File: config.mk
export PLATFORM = sky130hd
export DESIGN_NAME = sxt_exec
export DESIGN_NICKNAME = d
export VERILOG_FILES = /design/src/shared/sxt_pkg.sv /design/src/design/sxt_eval.sv /design/src/design/sxt_exec.sv
export SDC_FILE = /design/constraint.sdc
export NUM_CORES = 1
export LEC_CHECK = 0
export BUFFER_PORTS_ARGS = -buffer_cell sky130_fd_sc_hd__buf_4
export CAP_MARGIN = 15
export CORE_ASPECT_RATIO = 0.6
export CORE_MARGIN = 2
export CORE_UTILIZATION = 50
export CTS_CLUSTER_SIZE = 25
export DETAILED_ROUTE_END_ITERATION = 10
export PLACE_DENSITY = 0.92
export SLEW_MARGIN = 20
export SYNTH_ARGS = -nofsm -noshare
export SYNTH_HDL_FRONTEND = slang
export SYNTH_SLANG_ARGS = --single-unit
File: constraint.sdc
create_clock -name mclk -period 3.7 [get_ports mclk]
set_input_delay 1.11 -clock mclk [delete_from_list [all_inputs] [get_ports mclk]]
set_output_delay 1.11 -clock mclk [all_outputs]
set_load 0.02 [all_outputs]
File: src/shared/sxt_pkg.sv
`default_nettype none

// ---------------------------------------------------------------
// Shared constants and types of the skip / table / xor unit
// ---------------------------------------------------------------
package sxt_pkg;

  // Data path and program memory shape
  localparam int DATA_W  = 8;
  localparam int PROG_W  = 16;
  localparam int PAGE_W  = 4;
  localparam int OFS_W   = 8;
  localparam int PROG_AW = PAGE_W + OFS_W;
  localparam int BIT_W   = 3;

  // Field positions inside a program word
  localparam int PW_LO_MSB = 7;
  localparam int PW_LO_LSB = 0;
  localparam int PW_HI_MSB = 15;
  localparam int PW_HI_LSB = 8;

  // Final program page
  localparam logic [PAGE_W-1:0] LAST_PAGE = 4'hf;

  // Reset values
  localparam logic [DATA_W-1:0]  DATA_RST  = 8'h00;
  localparam logic [PROG_AW-1:0] ADDR_RST  = 12'h000;

  // Instruction cycles taken by skip and table reads
  localparam int LONG_CYCLES = 2;

  // Operation selected by the core decoder
  typedef enum logic [3:0] {
    OP_NOP                      = 4'h0,
    OP_SKIP_IF_MEM_NULL         = 4'h1,
    OP_SKIP_IF_NULL_COPY_ACC    = 4'h2,
    OP_SKIP_IF_BIT_NULL         = 4'h3,
    OP_TABLE_READ_SPECIFIC_PAGE = 4'h4,
    OP_TABLE_READ_CURRENT_PAGE  = 4'h5,
    OP_TABLE_READ_LAST_PAGE     = 4'h6,
    OP_XOR_TO_ACC               = 4'h7,
    OP_EXCLUSIVE_OR_TO_MEMORY   = 4'h8,
    OP_XOR_IMM_TO_ACC           = 4'h9
  } sxt_op_t;

  // Sequencer states, one-hot
  typedef enum logic [2:0] {
    ST_IDLE  = 3'b001,
    ST_TAB   = 3'b010,
    ST_DUMMY = 3'b100
  } sxt_state_t;

  // Skip-type decode, used in several places
  function automatic logic sxt_is_skip(input sxt_op_t op);
    return (op == OP_SKIP_IF_MEM_NULL) || (op == OP_SKIP_IF_NULL_COPY_ACC)
        || (op == OP_SKIP_IF_BIT_NULL);
  endfunction

  // Table-read decode
  function automatic logic sxt_is_table(input sxt_op_t op);
    return (op == OP_TABLE_READ_SPECIFIC_PAGE) || (op == OP_TABLE_READ_CURRENT_PAGE)
        || (op == OP_TABLE_READ_LAST_PAGE);
  endfunction

endpackage

`default_nettype wire

File: src/design/sxt_eval.sv
`default_nettype none

// ---------------------------------------------------------------
// Combinational evaluator: skip test and xor result
// ---------------------------------------------------------------
module sxt_eval
  import sxt_pkg::*;
(
  // Operation and operands
  input  wire sxt_op_t          op,
  input  wire logic [DATA_W-1:0] mem_rdata,
  input  wire logic [DATA_W-1:0] acc,
  input  wire logic [DATA_W-1:0] imm,
  input  wire logic [BIT_W-1:0]  bit_sel,
  // Results
  output logic                   skip_cond,
  output logic [DATA_W-1:0]      xor_res,
  output logic                   xor_zero
);

  // Skip test: whole byte or one bit equal to zero
  always_comb begin
    unique case (op)
      OP_SKIP_IF_MEM_NULL:      skip_cond = (mem_rdata == DATA_RST);
      OP_SKIP_IF_NULL_COPY_ACC: skip_cond = (mem_rdata == DATA_RST);
      OP_SKIP_IF_BIT_NULL:      skip_cond = ~mem_rdata[bit_sel];
      default:                  skip_cond = 1'b0;
    endcase
  end

  // Immediate form uses the operand field, the others the data byte
  always_comb begin
    if (op == OP_XOR_IMM_TO_ACC) begin
      xor_res = acc ^ imm;
    end else begin
      xor_res = acc ^ mem_rdata;
    end
    xor_zero = (xor_res == DATA_RST);
  end

endmodule

`default_nettype wire

File: src/design/sxt_exec.sv
`default_nettype none

// ---------------------------------------------------------------
// Skip, table read and xor execution unit
// ---------------------------------------------------------------

// Notes on behaviour
// - Skip-if-null skips the next instruction when the addressed byte is zero.
// - Every skip instruction takes two cycles, a dummy filling the second.
// - Copy variant loads the byte into the accumulator, skips when it is zero.
// - Bit test skips the next instruction when the selected bit is zero.
// - Specific-page read uses both table pointers; low byte to memory, high to latch.
// - Current-page read uses the program page and low pointer; same destinations.
// - Last-page read uses the final page and low pointer; same destinations.
// - Xor to accumulator stores acc xor byte in acc, zero flag only.
// - Xor to memory writes acc xor byte back to memory, zero flag only.
// - Immediate xor stores acc xor operand in acc, zero flag only.
module sxt_exec
  import sxt_pkg::*;
(
  // Clock, reset, enable
  input  wire logic               mclk,
  input  wire logic               nrst,
  input  wire logic               ce,
  // Issue from the decoder
  input  wire logic               issue,
  input  wire sxt_op_t            op,
  input  wire logic [BIT_W-1:0]   bit_sel,
  input  wire logic [DATA_W-1:0]  imm,
  // Operands from the core
  input  wire logic [DATA_W-1:0]  mem_rdata,
  input  wire logic [DATA_W-1:0]  acc,
  input  wire logic [OFS_W-1:0]   table_pointer_low,
  input  wire logic [PAGE_W-1:0]  table_pointer_high,
  input  wire logic [PAGE_W-1:0]  pc_page,
  // Program memory read port
  output logic                    prog_req,
  output logic [PROG_AW-1:0]      prog_addr,
  input  wire logic [PROG_W-1:0]  prog_rdata,
  // Write-back
  output logic                    acc_we,
  output logic [DATA_W-1:0]       acc_wdata,
  output logic                    mem_we,
  output logic [DATA_W-1:0]       mem_wdata,
  output logic                    zero_we,
  output logic                    zero_val,
  output logic [DATA_W-1:0]       table_high_latch,
  // Sequencing
  output logic                    skip_next,
  output logic                    done,
  output logic                    busy
);

  // ---------------------------------------------------------------
  // Evaluator
  // ---------------------------------------------------------------
  logic              skip_cond;
  logic [DATA_W-1:0] xor_res;
  logic              xor_zero;

  sxt_eval u_eval (
    .op        (op),
    .mem_rdata (mem_rdata),
    .acc       (acc),
    .imm       (imm),
    .bit_sel   (bit_sel),
    .skip_cond (skip_cond),
    .xor_res   (xor_res),
    .xor_zero  (xor_zero)
  );

  // ---------------------------------------------------------------
  // State
  // ---------------------------------------------------------------
  sxt_state_t        state,      next_state;
  logic              take;
  logic              next_prog_req;
  logic [PROG_AW-1:0] next_prog_addr;
  logic              next_acc_we,  next_mem_we,  next_zero_we, next_zero_val;
  logic [DATA_W-1:0] next_acc_wdata, next_mem_wdata, next_table_high_latch;
  logic              next_skip_next, next_done;

  // Issue only taken while idle; the decoder must hold off on busy
  assign busy = (state != ST_IDLE);
  assign take = issue && (state == ST_IDLE);

  // Next-state and write-back computation
  always_comb begin
    next_state     = state;
    next_prog_req  = 1'b0;
    next_prog_addr = prog_addr;
    next_acc_we    = 1'b0;
    next_acc_wdata = acc_wdata;
    next_mem_we    = 1'b0;
    next_mem_wdata = mem_wdata;
    next_zero_we   = 1'b0;
    next_zero_val  = zero_val;
    next_table_high_latch = table_high_latch;
    next_skip_next = 1'b0;
    next_done      = 1'b0;
    unique case (state)
      ST_IDLE: begin
        if (take) begin
          if (sxt_is_skip(op)) begin
            // Skip decision flagged now, dummy slot follows
            next_state     = ST_DUMMY;
            next_skip_next = skip_cond;
            if (op == OP_SKIP_IF_NULL_COPY_ACC) begin
              next_acc_we    = 1'b1;
              next_acc_wdata = mem_rdata;
            end
          end else if (sxt_is_table(op)) begin
            next_state    = ST_TAB;
            next_prog_req = 1'b1;
            unique case (op)
              OP_TABLE_READ_SPECIFIC_PAGE:
                next_prog_addr = {table_pointer_high, table_pointer_low};
              OP_TABLE_READ_CURRENT_PAGE:
                next_prog_addr = {pc_page, table_pointer_low};
              default:
                next_prog_addr = {LAST_PAGE, table_pointer_low};
            endcase
          end else if (op == OP_EXCLUSIVE_OR_TO_MEMORY) begin
            next_mem_we    = 1'b1;
            next_mem_wdata = xor_res;
            next_zero_we   = 1'b1;
            next_zero_val  = xor_zero;
            next_done      = 1'b1;
          end else if ((op == OP_XOR_TO_ACC) || (op == OP_XOR_IMM_TO_ACC)) begin
            next_acc_we    = 1'b1;
            next_acc_wdata = xor_res;
            next_zero_we   = 1'b1;
            next_zero_val  = xor_zero;
            next_done      = 1'b1;
          end else begin
            // No-op and unused codes complete without effect
            next_done = 1'b1;
          end
        end
      end
      ST_TAB: begin
        // Word arrives while the request stands; split it, no flag touched
        next_mem_we    = 1'b1;
        next_mem_wdata = prog_rdata[PW_LO_MSB:PW_LO_LSB];
        next_table_high_latch = prog_rdata[PW_HI_MSB:PW_HI_LSB];
        next_done      = 1'b1;
        next_state     = ST_IDLE;
      end
      ST_DUMMY: begin
        // Inserted dummy while the next word is fetched
        next_done  = 1'b1;
        next_state = ST_IDLE;
      end
      default: begin
        next_state = ST_IDLE;
      end
    endcase
  end

  // Registers; a low enable freezes everything, pulses included
  always_ff @(posedge mclk or negedge nrst) begin
    if (!nrst) begin
      state            <= ST_IDLE;
      prog_req         <= 1'b0;
      prog_addr        <= ADDR_RST;
      acc_we           <= 1'b0;
      acc_wdata        <= DATA_RST;
      mem_we           <= 1'b0;
      mem_wdata        <= DATA_RST;
      zero_we          <= 1'b0;
      zero_val         <= 1'b0;
      table_high_latch <= DATA_RST;
      skip_next        <= 1'b0;
      done             <= 1'b0;
    end else if (ce) begin
      state            <= next_state;
      prog_req         <= next_prog_req;
      prog_addr        <= next_prog_addr;
      acc_we           <= next_acc_we;
      acc_wdata        <= next_acc_wdata;
      mem_we           <= next_mem_we;
      mem_wdata        <= next_mem_wdata;
      zero_we          <= next_zero_we;
      zero_val         <= next_zero_val;
      table_high_latch <= next_table_high_latch;
      skip_next        <= next_skip_next;
      done             <= next_done;
    end
  end
endmodule

`default_nettype wire

==> results.py <==
metrics = {
    "outcome": {
        "status": "completed",
    },
    "pwr": {
        "p_int_mw": 1.31,
        "pwr-share-comb_pct": 42.3,
        "clkPwrFrac_pct": 19.0,
        "ir_worst_vdd_mv": 0.433,
        "p_seq_share_pct": 38.7,
        "p_leak_nw": 1.62,
        "power_density_nw_per_um2": 612,
        "power.switching_mw": 0.741,
        "p_sw_share_pct": 36.0,
    },
    "clock_network": {
        "cts_root_buf": "clkbuf_8",
        "cts_resized": 0,
        "cts_hold_buffers": 0,
        "cts_max_level": 2,
        "cts.clk_slew.worst_paths_ps": 90,
        "post-cts-setup-buffer-count": 0,
        "clock-sinks": 46,
        "cts_buffers": 5,
        "cts_buffer_depth": 2,
        "cts_tree": "done",
        "insertion_delay_ps": 290,
    },
    "timing": {
        "timing.final.crit_share_pct": 71.6,
        "finClkSkew_ps": 7.08,
        "slew_headroom_pct": 37.2,
        "hold_viol_final": 0,
        "worst_slack_ps": 1050,
        "rsz0062_at_grt": "false",
        "fin_crit_ps": 2650,
        "setup_viol": 0,
        "holdWs_ps": 486,
        "worst_slew_pin_slew_ps": 936,
        "fin_tns_setup_ps": 0,
        "report.final.slew_viol_count": 0,
        "fmax_mhz": 378,
    },
    "grt": {
        "antenna_found_initial": 0,
        "grt_usage_pct": 23.9,
        "grt_pass1_wl_um": 9760,
        "grt_max_degree": 47,
        "grt_pass1_vias": 1993,
        "grt_overflow": 0,
    },
    "critical_path": {
        "cp.arrival_ps": 1540,
        "critPathLaunchType": "flop",
        "critical-path-max-stage-delay_ps": 550,
        "path_cells": "or3b_1 > buf_4",
        "critPathRequiredTime_ps": 2590,
        "critical_path_buf_inv_count": 1,
        "path_delay_family": "flip-flops",
        "path_max_fanout": 5,
        "path_class": "reg -> out",
        "end_kind": "output pin",
        "crit_slowest_cell": "dfstp_2",
    },
    "floorplan": {
        "pin_count": 111,
        "rows": 19,
        "dieWidth_um": 92.6,
        "die_h_um": 57.2,
        "core_area_um2": 4540,
        "initial_core_util_pct": 51.9,
        "dieArea_um2": 5290,
    },
    "place": {
        "routabilityCongestion": 0.885,
        "post-dp-hpwl_um": 4740,
        "dpl.cell_count": 383,
        "pre_cts_ws_ps": 852,
        "io_buffer_count": 110,
    },
    "final_layout": {
        "drive_gt1_share_pct": 44.2,
        "fin_cells": 391,
        "area_growth_pct": 42.6,
        "n_antenna_cell": 0,
        "fin_nets": 394,
        "finish.utilization_pct": 74.0,
    },
    "synthesis": {
        "synth-edff-count": 0,
        "synth_cells": 218,
        "synth_nets": 285,
        "ys_async_sr_fraction_pct": 100,
        "syn_area_per_cell_um2": 10.8,
        "synth_seq_cells": 46,
        "ys_seq_area_share_pct": 48.9,
        "ys.flop_type": "dfrtp_1",
        "synthesis.area_um2": 2350,
        "synth.top_cell.area_share_pct": 47.8,
        "synth_most_common_cell": "dfrtp_1",
        "ys_warn_count": 0,
        "synthTopCellsByArea": "dfrtp_1, mux2i_1, mux2_2",
        "synth_commonest_cells": "dfrtp_1, mux2i_1, o21ai_0",
        "synth_cell_types": 36,
        "yosysTopAreaCell": "dfrtp_1",
    },
    "detailed_routing": {
        "wl_met1_um": 2950,
        "wl_met3_um": 552,
        "drtAntennaViolNets": 0,
        "wl_um": 6190,
        "drtIter0Drc": 108,
        "dr.pass1.iters": 4,
        "via_count": 2085,
        "highest-signal-layer": "met4",
        "drc_errors": 0,
        "via_per_inst": 5.33,
        "post_drt_wl_per_cell_um": 15.8,
        "wl_met2_um": 2660,
    },
    "job": {
        "maxCapViolations": 0,
    },
    "worst_hold_path": {
        "hold_class": "reg -> reg",
    },
}
## flip-flops by register name, summed over array words and instances (netlist names)
register          count
done                  1
mem_we                1
table_high_latch      8
zero_we               1
prog_addr            12
acc_wdata             8
acc_we                1
state                 3
skip_next             1
prog_req              1
zero_val              1
mem_wdata             8
## layout by cell type, fill, tap and decap left out
cell,n
and3_1,1
nand3_1,1
bufinv_16,1
nand2_1,22
nand3b_1,1
a211o_1,1
a21oi_1,4
nor4bb_2,1
or3b_1,1
nor2_1,12
inv_1,7
mux2i_1,27
nor3b_1,2
clkbuf_1,1
nand4_1,1
or3b_2,1
a41oi_1,1
mux2_2,17
mux4_2,2
o21ai_0,23
o21ai_1,2
dfrtp_1,45
xnor2_1,9
o221ai_1,1
a22o_1,1
nor4_1,3
clkbuf_8,6
nor4_4,1
buf_4,115
nor3_1,4
xor2_1,4
a31oi_1,4
nand2b_1,1
a21o_1,2
dfstp_2,1
and2_1,2
## metal layers
metal  vias up  track usage [%]
met5         -                0
met1       984             36.5
li1        985                -
met4         0             5.33
met2       112             35.1
met3         4             5.55
## tightest hold or removal path, delay by kind of cell, from the launching register on
kind	cells	cell delay, ps
DFF	1	350
AOI/OAI and AO/OA	1	60
and+or+nand+nor	1	40
## layout make-up
class | instances | area, um2
clock buffers | 7 | 86.3
repair buffers | 115 | 863
flip-flops and latches | 46 | 1150
well taps | 63 | 78.8
fillers | 328 | 1180
inverters | 7 | 26.3
clock inverters | 1 | 30.0
multi-input cells | 152 | 1120
## final timing paths
check	startpoint	end	slack (ps)	depth (start not counted)
worst max-delay path	state[0]	busy	1050	2
worst min-delay path	mem_wdata[0]	mem_wdata[0]	490	2
worst max register to register	state[0]	acc_wdata[2]	1490	5
worst min register to register	mem_wdata[0]	mem_wdata[0]	490	2
max in group asynchronous	nrst	state[0]	2500	1
min in group asynchronous	nrst	table_high_latch[1]	790	1
## logic make-up after synthesis
logic type | Yosys count | share of synthesized area [%]
and+or+nand+nor | 54 | 11.6
muxes | 46 | 21.5
buffers and inverters | 20 | 3.72
xor gates and xnor gates | 13 | 4.84
AOI/OAI and AO/OA | 39 | 9.35
DFF | 46 | 48.9
## stage by stage
| stage | instance area, um2 | power [mW] |
|---|---|---|
| 5_1_grt | 3360 | 2.17 |
| 6_report | 3360 | 2.06 |
| 3_5_place_dp | 3240 | 1.68 |
| 3_3_place_gp | 3240 | 1.65 |
| 2_1_floorplan | 2350 | 1.24 |
| 4_1_cts | 3360 | 2.06 |
## power by group through the flow
stage | combinational (mW) | clock (mW) | sequential [mW]
floorplan | 0.235 | 0 | 1.01
global placement | 0.849 | 0 | 0.798
detailed placement | 0.873 | 0 | 0.802
CTS | 0.876 | 0.390 | 0.797
global route | 0.930 | 0.416 | 0.821
finish | 0.870 | 0.390 | 0.795
(Power assumes the default switching activity.)
